--- src/srr_pkg.sv ---
// shared constants and types for the soft row repair block
package srr_pkg;
  localparam int NBANK = 16;
  localparam int ROW_W = 18;
  localparam int ADDR_W = 8;
  // register byte offsets
  localparam logic [7:0] CTRL_OFS = 8'h00;
  localparam logic [7:0] STAT_OFS = 8'h04;
  localparam logic [7:0] MPR2_OFS = 8'h08;
  localparam logic [7:0] MPR3_OFS = 8'h0C;
  localparam logic [1:0] REP_PAGE = 2'h1;
  // control fields
  localparam int CTRL_HARD_BIT = 0;
  localparam int CTRL_SOFT_BIT = 1;
  localparam int CTRL_MBIST_BIT = 2;
  localparam int CTRL_BYPASS_BIT = 3;
  localparam int CTRL_WL_LSB = 8;
  localparam int WL_W = 5;
  localparam logic [31:0] CTRL_RST = 32'h0000_0903;
  // status fields
  localparam int STAT_MODE_BIT = 0;
  localparam int STAT_DONE_BIT = 4;
  localparam int STAT_UNDEF_BIT = 5;
  localparam int STAT_REFERR_BIT = 6;
  localparam int STAT_OPEN_LSB = 16;
  // mode register decode
  localparam logic [2:0] MR0_SEL = 3'h0;
  localparam logic [2:0] MR4_SEL = 3'h4;
  localparam int MR4_SPPR_BIT = 5;
  localparam int AP_BIT = 10;
  localparam logic [6:0] KEY_LOW = 7'h7F;
  localparam logic [4:0] KEY1 = 5'h19;
  localparam logic [4:0] KEY2 = 5'h0F;
  localparam logic [4:0] KEY3 = 5'h17;
  localparam logic [4:0] KEY4 = 5'h07;
  // burst: 8 beats, first 4 beats are the two-clock high window
  localparam logic [2:0] LAST_BEAT = 3'h7;
  localparam logic [2:0] HIGH_BEATS = 3'h3;
  // ck rises after the write latency before auto precharge closes a bank
  localparam logic [5:0] AP_TAIL = 6'h06;
  localparam logic [1:0] RESP_OK = 2'h0;
  localparam logic [1:0] RESP_ERR = 2'h2;

  typedef enum logic [2:0] {
    CMD_NONE, CMD_NOP, CMD_MRS, CMD_REF, CMD_PRE, CMD_ACT, CMD_WR, CMD_RD
  } srr_cmd_type;

  typedef struct packed {
    logic cs_n;
    logic act_n;
    logic [1:0] bg;
    logic [1:0] ba;
    logic [17:0] addr;
    logic [7:0] dq;
  } srr_pins_type;
endpackage : srr_pkg

--- src/srr_core.sv ---
// sdram soft row repair command logic with axi4-lite status and control
`timescale 1ns/100ps
`default_nettype none

module srr_core (
  input wire logic clk,
  input wire logic reset,
  input wire logic ck,
  input wire logic cs_n,
  input wire logic act_n,
  input wire logic [1:0] bg,
  input wire logic [1:0] ba,
  input wire logic [17:0] addr,
  input wire logic [7:0] dq,
  input wire logic [srr_pkg::ADDR_W-1:0] awaddr,
  input wire logic awvalid,
  output logic awready,
  input wire logic [31:0] wdata,
  input wire logic [3:0] wstrb,
  input wire logic wvalid,
  output logic wready,
  output logic [1:0] bresp,
  output logic bvalid,
  input wire logic bready,
  input wire logic [srr_pkg::ADDR_W-1:0] araddr,
  input wire logic arvalid,
  output logic arready,
  output logic [31:0] rdata,
  output logic [1:0] rresp,
  output logic rvalid,
  input wire logic rready
);
  import srr_pkg::*;

  typedef enum logic [2:0] {
    ST_IDLE, ST_KEYS, ST_ARMED, ST_OPEN, ST_WLAT, ST_BURST, ST_DONE
  } srr_state_type;

  // link pins pass two flops before use; edges come from the synced ck
  srr_pins_type pins_m_ff, pins_s_ff;
  logic ck_m_ff, ck_s_ff, ck_d_ff;
  always_ff @(posedge clk or posedge reset) begin
    if (reset) begin
      pins_m_ff <= '1;
      pins_s_ff <= '1;
      ck_m_ff <= 1'b0;
      ck_s_ff <= 1'b0;
      ck_d_ff <= 1'b0;
    end else begin
      pins_m_ff <= {cs_n, act_n, bg, ba, addr, dq};
      pins_s_ff <= pins_m_ff;
      ck_m_ff <= ck;
      ck_s_ff <= ck_m_ff;
      ck_d_ff <= ck_s_ff;
    end
  end

  logic ck_rise, ck_edge;
  assign ck_rise = ck_s_ff & ~ck_d_ff;
  assign ck_edge = ck_s_ff ^ ck_d_ff;

  // command decode at each ck rise
  srr_cmd_type cmd;
  logic [3:0] bank;
  logic [2:0] mr_sel;
  always_comb begin
    cmd = CMD_NONE;
    if (ck_rise && !pins_s_ff.cs_n) begin
      if (!pins_s_ff.act_n) begin
        cmd = CMD_ACT;
      end else begin
        case (pins_s_ff.addr[16:14])
          3'b000: cmd = CMD_MRS;
          3'b001: cmd = CMD_REF;
          3'b010: cmd = CMD_PRE;
          3'b100: cmd = CMD_WR;
          3'b101: cmd = CMD_RD;
          3'b111: cmd = CMD_NOP;
          default: cmd = CMD_NOP;
        endcase
      end
    end
  end
  assign bank = {pins_s_ff.bg, pins_s_ff.ba};
  assign mr_sel = {pins_s_ff.bg[0], pins_s_ff.ba};

  logic [31:0] ctrl_ff;
  logic [WL_W-1:0] wl;
  assign wl = ctrl_ff[CTRL_WL_LSB +: WL_W];

  logic mr4_wr, key_ok;
  logic [1:0] key_idx_ff;
  logic [4:0] key_exp;
  assign mr4_wr = (cmd == CMD_MRS) && (mr_sel == MR4_SEL)
                  && !pins_s_ff.bg[1];
  always_comb begin
    case (key_idx_ff)
      2'd0: key_exp = KEY1;
      2'd1: key_exp = KEY2;
      2'd2: key_exp = KEY3;
      default: key_exp = KEY4;
    endcase
  end
  assign key_ok = (cmd == CMD_MRS) && (mr_sel == MR0_SEL)
                  && !pins_s_ff.bg[1]
                  && (pins_s_ff.addr[6:0] == KEY_LOW)
                  && (pins_s_ff.addr[11:7] == key_exp);

  // soft repair mode flag follows every mode register 4 write
  logic mode_ff;
  always_ff @(posedge clk or posedge reset) begin
    if (reset) begin
      mode_ff <= 1'b0;
    end else if (mr4_wr) begin
      mode_ff <= pins_s_ff.addr[MR4_SPPR_BIT];
    end
  end

  srr_state_type st_ff;
  logic [WL_W-1:0] wl_cnt_ff;
  logic [2:0] beat_ff;
  logic [3:0] tbank_ff;
  logic [ROW_W-1:0] trow_ff;
  logic all_low_ff, all_high_ff, take_beat, beat_low, beat_high;
  logic commit, finish;
  assign take_beat = (st_ff == ST_WLAT && ck_rise && wl_cnt_ff == 5'd1)
                     || (st_ff == ST_BURST && ck_edge);
  assign beat_low = (pins_s_ff.dq == 8'h00);
  assign beat_high = (pins_s_ff.dq == 8'hFF);
  assign finish = take_beat && (beat_ff == LAST_BEAT);
  assign commit = finish && all_low_ff && beat_low;

  // any command but deselect up to the write breaks the key and repair sequence
  always_ff @(posedge clk or posedge reset) begin
    if (reset) begin
      st_ff <= ST_IDLE;
      key_idx_ff <= 2'd0;
    end else if (mr4_wr) begin
      key_idx_ff <= 2'd0;
      if (!pins_s_ff.addr[MR4_SPPR_BIT]) begin
        st_ff <= ST_IDLE;
      end else if (ctrl_ff[CTRL_BYPASS_BIT]) begin
        st_ff <= ST_ARMED;
      end else begin
        st_ff <= ST_KEYS;
      end
    end else begin
      case (st_ff)
        ST_KEYS: begin
          if (key_ok) begin
            key_idx_ff <= key_idx_ff + 2'd1;
            if (key_idx_ff == 2'd3) begin
              st_ff <= ST_ARMED;
            end
          end else if (cmd != CMD_NONE) begin
            st_ff <= ST_IDLE;
          end
        end
        ST_ARMED: begin
          if (cmd == CMD_ACT) begin
            st_ff <= ST_OPEN;
          end else if (cmd != CMD_NONE) begin
            st_ff <= ST_IDLE;
          end
        end
        ST_OPEN: begin
          if (cmd == CMD_WR && bank == tbank_ff) begin
            st_ff <= ST_WLAT;
          end else if (cmd != CMD_NONE) begin
            st_ff <= ST_IDLE;
          end
        end
        ST_WLAT: begin
          if (take_beat) begin
            st_ff <= ST_BURST;
          end
        end
        ST_BURST: begin
          if (finish) begin
            st_ff <= ST_DONE;
          end
        end
        ST_DONE: st_ff <= ST_DONE;
        default: st_ff <= ST_IDLE;
      endcase
    end
  end

  // failing bank and row are caught at the armed activate
  always_ff @(posedge clk or posedge reset) begin
    if (reset) begin
      tbank_ff <= 4'h0;
      trow_ff <= '0;
    end else if (st_ff == ST_ARMED && cmd == CMD_ACT && !mr4_wr) begin
      tbank_ff <= bank;
      trow_ff <= pins_s_ff.addr;
    end
  end

  // write latency counted in ck rises, then eight beats on both ck edges
  always_ff @(posedge clk or posedge reset) begin
    if (reset) begin
      wl_cnt_ff <= '0;
    end else if (st_ff == ST_OPEN && cmd == CMD_WR) begin
      wl_cnt_ff <= wl;
    end else if (st_ff == ST_WLAT && ck_rise && wl_cnt_ff != 5'd1) begin
      wl_cnt_ff <= wl_cnt_ff - 5'd1;
    end
  end

  always_ff @(posedge clk or posedge reset) begin
    if (reset) begin
      beat_ff <= 3'd0;
      all_low_ff <= 1'b1;
      all_high_ff <= 1'b1;
    end else if (st_ff != ST_WLAT && st_ff != ST_BURST) begin
      beat_ff <= 3'd0;
      all_low_ff <= 1'b1;
      all_high_ff <= 1'b1;
    end else if (take_beat) begin
      beat_ff <= beat_ff + 3'd1;
      all_low_ff <= all_low_ff & beat_low;
      if (beat_ff <= HIGH_BEATS) begin
        all_high_ff <= all_high_ff & beat_high;
      end
    end
  end

  // outcome flags; a mixed pattern is undefined and never repairs
  logic done_ff, undef_ff, referr_ff;
  logic stat_clr;
  always_ff @(posedge clk or posedge reset) begin
    if (reset) begin
      done_ff <= 1'b0;
      undef_ff <= 1'b0;
    end else if (finish) begin
      done_ff <= commit;
      undef_ff <= !commit && !all_high_ff;
    end else if (stat_clr) begin
      done_ff <= 1'b0;
      undef_ff <= 1'b0;
    end
  end

  // refresh in repair mode or with an open bank is flagged; set wins
  logic [NBANK-1:0] open_ff;
  always_ff @(posedge clk or posedge reset) begin
    if (reset) begin
      referr_ff <= 1'b0;
    end else if (cmd == CMD_REF && (mode_ff || open_ff != '0)) begin
      referr_ff <= 1'b1;
    end else if (stat_clr) begin
      referr_ff <= 1'b0;
    end
  end

  // per bank: open row, auto precharge timer, held repair entry
  logic [NBANK-1:0] rep_valid;
  logic [ROW_W-1:0] rep_row [NBANK];
  logic [NBANK-1:0] ap_due;
  genvar gi;
  for (gi = 0; gi < NBANK; gi++) begin : g_bank
    logic [5:0] ap_cnt_ff;
    logic ap_on_ff, vld_ff;
    logic [ROW_W-1:0] row_ff;
    logic hit;
    assign hit = (bank == 4'(gi));
    assign ap_due[gi] = ap_on_ff && ap_cnt_ff == 6'd0;
    always_ff @(posedge clk or posedge reset) begin
      if (reset) begin
        open_ff[gi] <= 1'b0;
      end else if (cmd == CMD_ACT && hit) begin
        open_ff[gi] <= 1'b1;
      end else if (cmd == CMD_PRE && (hit || pins_s_ff.addr[AP_BIT])) begin
        open_ff[gi] <= 1'b0;
      end else if (ap_due[gi]) begin
        open_ff[gi] <= 1'b0;
      end
    end
    always_ff @(posedge clk or posedge reset) begin
      if (reset) begin
        ap_on_ff <= 1'b0;
        ap_cnt_ff <= 6'd0;
      end else if ((cmd == CMD_WR || cmd == CMD_RD) && hit
                   && pins_s_ff.addr[AP_BIT]) begin
        ap_on_ff <= 1'b1;
        ap_cnt_ff <= 6'(wl) + AP_TAIL;
      end else if (ap_due[gi] || (cmd == CMD_PRE && hit)) begin
        ap_on_ff <= 1'b0;
      end else if (ap_on_ff && ck_rise) begin
        ap_cnt_ff <= ap_cnt_ff - 6'd1;
      end
    end
    always_ff @(posedge clk or posedge reset) begin
      if (reset) begin
        vld_ff <= 1'b0;
        row_ff <= '0;
      end else if (commit && tbank_ff == 4'(gi)) begin
        vld_ff <= 1'b1;
        row_ff <= trow_ff;
      end
    end
    assign rep_valid[gi] = vld_ff;
    assign rep_row[gi] = row_ff;

  end

  // axi4-lite slave: write address and data taken together
  logic aw_hit_ctrl, aw_hit_stat, aw_ok, wr_take;
  assign wr_take = awvalid && wvalid && !bvalid;
  assign awready = wr_take;
  assign wready = wr_take;
  assign aw_hit_ctrl = awaddr == CTRL_OFS;
  assign aw_hit_stat = awaddr == STAT_OFS;
  assign aw_ok = aw_hit_ctrl || aw_hit_stat || awaddr == MPR2_OFS
                 || awaddr == MPR3_OFS || awaddr[7:6] == REP_PAGE;
  assign stat_clr = wr_take && aw_hit_stat && wstrb[0]
                    && wdata[STAT_DONE_BIT];

  always_ff @(posedge clk or posedge reset) begin
    if (reset) begin
      ctrl_ff <= CTRL_RST;
    end else if (wr_take && aw_hit_ctrl) begin
      for (int i = 0; i < 4; i++) begin
        if (wstrb[i]) begin
          ctrl_ff[8*i +: 8] <= wdata[8*i +: 8];
        end
      end
    end
  end

  always_ff @(posedge clk or posedge reset) begin
    if (reset) begin
      bvalid <= 1'b0;
      bresp <= RESP_OK;
    end else if (wr_take) begin
      bvalid <= 1'b1;
      bresp <= aw_ok ? RESP_OK : RESP_ERR;
    end else if (bready) begin
      bvalid <= 1'b0;
    end
  end

  logic [31:0] rd_mux;
  logic rd_ok;
  always_comb begin
    rd_mux = 32'h0000_0000;
    rd_ok = 1'b1;
    if (araddr[7:6] == REP_PAGE) begin
      rd_mux = {rep_valid[araddr[5:2]], 13'h0000, rep_row[araddr[5:2]]};
    end else begin
      case (araddr)
        CTRL_OFS: rd_mux = ctrl_ff;
        STAT_OFS: begin
          rd_mux[STAT_MODE_BIT] = mode_ff;
          rd_mux[3:1] = st_ff;
          rd_mux[STAT_DONE_BIT] = done_ff;
          rd_mux[STAT_UNDEF_BIT] = undef_ff;
          rd_mux[STAT_REFERR_BIT] = referr_ff;
          rd_mux[STAT_OPEN_LSB +: NBANK] = open_ff;
        end
        MPR2_OFS: rd_mux = {24'h00_0000, ctrl_ff[CTRL_HARD_BIT],
                            ctrl_ff[CTRL_SOFT_BIT], 6'h00};
        MPR3_OFS: rd_mux = {24'h00_0000, ctrl_ff[CTRL_MBIST_BIT],
                            7'h00};
        default: rd_ok = 1'b0;
      endcase
    end
  end

  assign arready = !rvalid;
  always_ff @(posedge clk or posedge reset) begin
    if (reset) begin
      rvalid <= 1'b0;
      rdata <= 32'h0000_0000;
      rresp <= RESP_OK;
    end else if (arvalid && !rvalid) begin
      rvalid <= 1'b1;
      rdata <= rd_mux;
      rresp <= rd_ok ? RESP_OK : RESP_ERR;
    end else if (rready) begin
      rvalid <= 1'b0;
    end
  end
endmodule : srr_core

`default_nettype wire

--- config.mk ---
export PLATFORM = sky130hd
export DESIGN_NAME = srr_core
export DESIGN_NICKNAME = d
export VERILOG_FILES = /design/src/srr_pkg.sv /design/src/srr_core.sv
export SDC_FILE = /design/constraint.sdc
export NUM_CORES = 1
export LEC_CHECK = 0
export BUFFER_PORTS_ARGS = -buffer_cell sky130_fd_sc_hd__buf_2
export CAP_MARGIN = 15
export CORE_MARGIN = 2
export CORE_UTILIZATION = 35
export CTS_BUF_LIST = sky130_fd_sc_hd__clkbuf_8
export DETAILED_ROUTE_END_ITERATION = 7
export GPL_TIMING_DRIVEN = 0
export PLACE_DENSITY = 0.48
export REMOVE_ABC_BUFFERS = 1
export SLEW_MARGIN = 25
export SYNTH_ARGS = -nofsm -noshare
export SYNTH_HDL_FRONTEND = slang
export SYNTH_SLANG_ARGS = --single-unit
--- constraint.sdc ---
create_clock -name clk -period 24 [get_ports clk]
set_input_delay 1.2 -clock clk [delete_from_list [all_inputs] [get_ports clk]]
set_output_delay 1.2 -clock clk [all_outputs]
set_load 0.02 [all_outputs]
# --- Word level (Yosys, flattened, before mapping) ---
# Index checks and enable logic that the tools add are counted.
word_totals:
  word_cells: 716
  regBits: 610
  output_inout_bits: 41
  input_bits: 92
classes:
  n_bitwise: 6
  n_addsub: 20
  mux: 176
  reduce_logical: 309
  n_lt_le_gt_ge: 3
  n_eq_ne: 86
ops:
  columns: ["operator", "n"]
  rows:
  - ["$mux W6", 48]
  - ["$logic_and A1 B1 Y1", 156]
  - ["$logic_not A6 Y1", 16]
  - ["$mux W1", 96]
  - ["$sub A6 B1 Y6 const B", 16]
  - ["$reduce_bool A2 Y1", 41]
  - ["$bmux W18 S4", 1]
  - ["$eq A4 B4 Y1 const B", 16]
  - ["$reduce_bool A3 Y1", 17]
  - ["$reduce_and A2 Y1", 22]
  - ["$logic_or A1 B1 Y1", 39]
  - ["$mux W18", 2]
  - ["$mux W3", 12]
  - ["$eq A3 B3 Y1 const B", 11]
  - ["$eq A4 B3 Y1 const B", 8]
  - ["$eq A8 B4 Y1 const B", 4]
  - ["$mux W32", 1]
  - ["$ne A2 B2 Y1 const B", 16]
  - ["$pmux W16 S2", 1]
  - ["$pmux W9 S3", 1]
  - ["$logic_not A8 Y1", 3]
  - ["$pmux W7 S3", 1]
  - ["$pmux W3 S6", 1]
  - ["$eq A4 B2 Y1 const B", 4]
  - ["other kinds (37)", 67]

# --- Longest topological paths before layout ---
logic_depth:
  ltp_word: 12
  depth_mapped: 11

# --- Worst setup path before layout ---
# No wires, ideal clock.
synth_path:
  kind: "input port to flip-flop"
  from: "in araddr[2] in the netlist's numbering"
  to: "reg rdata[8]"
  arrival_ns: 2.867
  cell_stages: 7
  required_time_ns: 23.864
  n_path_buf: 2
  setup_slack_ns: 20.998
  path_cell_list: "buf_2 > buf_1 > mux4_2 > inv_1 > o22ai_1 > a221oi_1 > o21ai_0"
synth_via:
  elab_chain_len: 5
  word_cells_on_any_way: 9
  cone_classes: "eq/ne (2); mux (5); bitwise (1); reduce/logical (1)"
synth_rtl:
  columns: ["item", "line_no", "rtl"]
  rows:
  - ["from (decl)", "srr_core.sv:25", "input wire logic [srr_pkg::ADDR_W-1:0] araddr,"]
  - ["$not A4 Y5 (implied by the code)", "srr_core.sv:350", "rd_mux = {rep_valid[araddr[5:2]], 13'h0000, rep_row[araddr[5:2]]};"]
  - ["$bmux W18 S4", "srr_core.sv:350", null]
  - ["$mux W18 (implied by the code) (2 in a row)", "srr_core.sv:350", null]
  - ["$mux W32 *", "srr_core.sv:349", "if (araddr[7:6] == REP_PAGE) begin"]
  - ["to (signal assigned)", "srr_core.sv:379", "rdata <= rd_mux;"]
  - ["to (decl)", "srr_core.sv:28", "output logic [31:0] rdata,"]
# Mark *: on every way between the ends. The rest lies on a longest branch, timed or not. The select of a mux whose other input is x is not followed.
# A chain may end at the register's enable or synchronous reset.

# --- Worst setup path in the final report ---
layout_path:
  from: "reg ck_d_ff"
  to: "reg g_bank[10].row_ff[10]"
layout_via:
  elab_chain_len: 9
  word_cells_on_any_way: 11
  cone_classes: "bitwise (3); reduce/logical (8)"
layout_rtl:
  columns: ["item", "line_no", "rtl"]
  rows:
  - ["from (decl)", "srr_core.sv:41", "logic ck_m_ff, ck_s_ff, ck_d_ff;"]
  - ["from (signal assigned)", "srr_core.sv:54", "ck_d_ff <= ck_s_ff;"]
  - ["$not A1 Y1", "srr_core.sv:59", "assign ck_rise = ck_s_ff & ~ck_d_ff;"]
  - ["$and A1 B1 Y1", "srr_core.sv:59", null]
  - ["$logic_and A1 B1 Y1 (2 in a row)", "srr_core.sv:126", "assign take_beat = (st_ff == ST_WLAT && ck_rise && wl_cnt_ff == 5'd1)"]
  - ["$logic_or A1 B1 Y1 *", "srr_core.sv:127", "|| (st_ff == ST_BURST && ck_edge);"]
  - ["$logic_and A1 B1 Y1 *", "srr_core.sv:130", "assign finish = take_beat && (beat_ff == LAST_BEAT);"]
  - ["$logic_and A1 B1 Y1 * (2 in a row)", "srr_core.sv:131", "assign commit = finish && all_low_ff && beat_low;"]
  - ["$logic_and A1 B1 Y1 *", "srr_core.sv:298", "end else if (commit && tbank_ff == 4'(gi)) begin"]
  - ["to (signal assigned)", "srr_core.sv:300", "row_ff <= trow_ff;"]
  - ["to (decl)", "srr_core.sv:265", "logic [ROW_W-1:0] row_ff;"]
# Mark *: on every way between the ends. The rest lies on a longest branch, timed or not.

==> flow_metrics.tcl <==
set metrics [dict create \
    p_per_area_nw_per_um2 69.9 \
    wirelength_um 79900 \
    clk_latency_ns 0.73 \
    yosysUniqueCellTypes 79 \
    cts_htree_levels 3 \
    cts_buffers 111 \
    core_area_um2 81800 \
    netlist_top_cells_area "dfrtp_1 (47%), mux2_2 (11%), dfstp_2 (6.4%)" \
    tightest_slew_ns 1.03 \
    syn_avg_cell_area_um2 13.0 \
    dieArea_um2 84800 \
    outcome "complete, no violations" \
    setup_viol 0 \
    critPathKind "flop to flop" \
    synth-main-ff-cell "dfrtp_1" \
    finalHoldViolations 0 \
    start_util 0.353 \
    drtIter0Drc 1212 \
    fin_skew_ns 0.0457 \
    yosysMostFrequentCell "dfrtp_1" \
    dp.cells 3301 \
    drv_slew 0 \
    grt_first_pass_wirelength_um 123000 \
    ios 133 \
    drive_gt1_frac 0.364 \
    hold_buffers 0 \
    crit_path_start_kind "flop" \
    fin_crit_sh 0.157 \
    grt_max_degree 101 \
    crit_fanout 23 \
    clockRootBuffer "clkbuf_8" \
    drt-pass1-iter-count 7 \
    grt_pass1_vias 19700 \
    ys_seq_area_frac 0.530 \
    place_area_um2 30700 \
    viasPerCell 5.32 \
    die_h_um 291 \
    cts_tree "built" \
    grt_util_all_layers 0.190 \
    hpwl_um 49200 \
    wire_per_inst_um 22.8 \
    rows 105 \
    clock_path_buffers 3 \
    drc 0 \
    syn-cell-area_um2 28900 \
    max_freq_mhz 266 \
    arrival_ns 4.35 \
    grt_overflow 0 \
    ys_warn_count 0 \
    clk_pin_slew_ns 0.06 \
    synth_common_cells "dfrtp_1 (538), mux2_2 (273), nand2_1 (107)" \
    cts_setup_buffers 0 \
    antenna_found_initial 4 \
    slew_headroom 0.304 \
    finalNonFillerCells 3500 \
    end_kind "flop" \
    period_minus_slack_ns 3.77 \
    portBuffers 130 \
    cap_violations 0 \
    fin_area_um2 33100 \
    final_antenna_net_count 0 \
    rsz0062_at_grt "no" \
    die_w_um 291 \
    hp-class "flop to flop" \
    leakagePower_nw 15.6 \
    cts.sinks 608 \
    cts_resized 0 \
    crit_required_ns 24.58 \
    vias 18600 \
    vdd_ir_drop_max_mv 0.0429 \
    syn_to_final_growth_pct 14.6 \
    synthArstFlopShare 1.00 \
    synth-edff-count 0 \
    gp_congestion 0.800 \
    ys_seq_elements 608 \
    synth_top_area_frac 0.466 \
    netlist_instances 2215 \
    fin_nets 2463 \
    yosys.area.top_type "dfrtp_1" \
]
final cells by class:
| class | count | area, um^2 |
|---|---|---|
| inverters | 74 | 285 |
| clock buffers | 142 | 1950 |
| diodes | 2 | 5.00 |
| fillers | 7674 | 48800 |
| well taps | 1070 | 1340 |
| multi-input cells | 1398 | 12700 |
| clock inverters | 55 | 412 |
| repair buffers | 151 | 1080 |
| flip-flops and latches | 608 | 15300 |
flip-flops by register name, indices dropped and copies added, names as in the netlist, 4 cells and up:
| signal | count |
|---|---|
| bank | 4 |
| ctrl_ff | 32 |
| g_bank.ap_cnt_ff | 96 |
| g_bank.ap_on_ff | 16 |
| g_bank.row_ff | 288 |
| g_bank.vld_ff | 16 |
| open_ff | 16 |
| pins_m_ff | 32 |
| pins_s_ff | 28 |
| rdata | 32 |
| tbank_ff | 4 |
| trow_ff | 18 |
| wl_cnt_ff | 5 |
report_power, final:
| part | switching (mW) | internal, mW | total (mW) |
|---|---|---|---|
| Sequential | 0.0381 | 1.07 | 1.11 |
| Clock | 0.457 | 0.585 | 1.04 |
| Combinational | 0.0975 | 0.0684 | 0.166 |
metal layers:
| metal | share of wire | up-vias | GRT usage |
|---|---|---|---|
| li1 | - | 8386 | - |
| met1 | 0.48 | 9667 | 0.273 |
| met2 | 0.46 | 420 | 0.297 |
| met3 | 0.041 | 133 | 0.0305 |
| met4 | 0.022 | 0 | 0.0512 |
| met5 | 0 | - | 0 |
cell usage in the layout, fill, tap and decap left out, types with 8 or more instances in the layout:
cell type,n
dfrtp_1,538
mux2_2,273
clkbuf_8,142
buf_2,127
nand2_1,105
o21ai_0,105
inv_1,101
mux2_4,81
nor2_1,76
mux4_2,72
mux2i_1,71
dfstp_2,70
xnor2_1,49
a21oi_1,48
nand3_1,36
nand4_1,36
nor3b_1,35
xor2_1,26
ha_1,26
nand2b_1,24
nor3_1,23
o22ai_1,22
a211oi_1,18
a32o_1,17
clkinv_2,15
nand4b_1,13
nor4_1,13
and2_1,13
nor2b_1,11
o211ai_1,11
and3_1,11
buf_16,11
a31o_2,10
or4_1,10
a221oi_1,10
and4_1,9
nand3_4,9
nor4bb_1,8
or3_1,8
worst paths after layout:
path / startpoint / endpoint / slack (ns) / cells after the start
min: pins_m_ff[10] / pins_s_ff[10] / 0.35 / 0
max in group asynchronous: reset / pins_m_ff[18] / 21.26 / 6
min in group asynchronous: reset / g_bank[8].row_ff[1] / 0.45 / 2
max reg2reg: ck_d_ff / g_bank[10].row_ff[10] / 20.23 / 10
max: ck_d_ff / g_bank[10].row_ff[10] / 20.23 / 10
min reg2reg: pins_m_ff[10] / pins_s_ff[10] / 0.35 / 0
cell families (layout without fill, tap and decap cells):
group	after synthesis	after routing	synth area share
multiplexers	498	498	0.230
XOR/XNOR	77	77	0.0234
other	1	4	0.000130
adder cells (fa/ha/maj)	27	27	0.0117
AND/OR/NAND/NOR	508	508	0.108
buffers and inverters	210	422	0.0328
AO/OA/AOI/OAI	286	286	0.0640
flip-flops	608	608	0.530
critical path, stage by stage (launching register included):
cell and delay, ns:
dfrtp_1 0.35, inv_1 0.05, ha_2 0.47, nor2b_1 0.31
a21oi_2 0.17, nor4_4 0.24, buf_6 0.21, buf_4 0.22
buf_6 0.18, nand3_2 0.79, mux2_2 0.60
metrics by stage:
| stage | TNS (ns) | power (mW) | setup WS, ns | utilization | hold WS [ns] |
|---|---|---|---|---|---|
| after floorplan | 0 | 1.21 | 5.89 | - | 0.331 |
| after global placement | -391.58 | 1.28 | -0.861 | 0.369 | 0.347 |
| after detailed placement | 0 | 1.29 | 20.02 | 0.375 | 0.347 |
| after CTS | 0 | 2.35 | 20.21 | 0.404 | 0.350 |
| after global routing | 0 | 2.42 | 20.05 | 0.404 | 0.355 |
| final | 0 | 2.31 | 20.23 | 0.404 | 0.347 |
(Power assumes the default switching activity.)
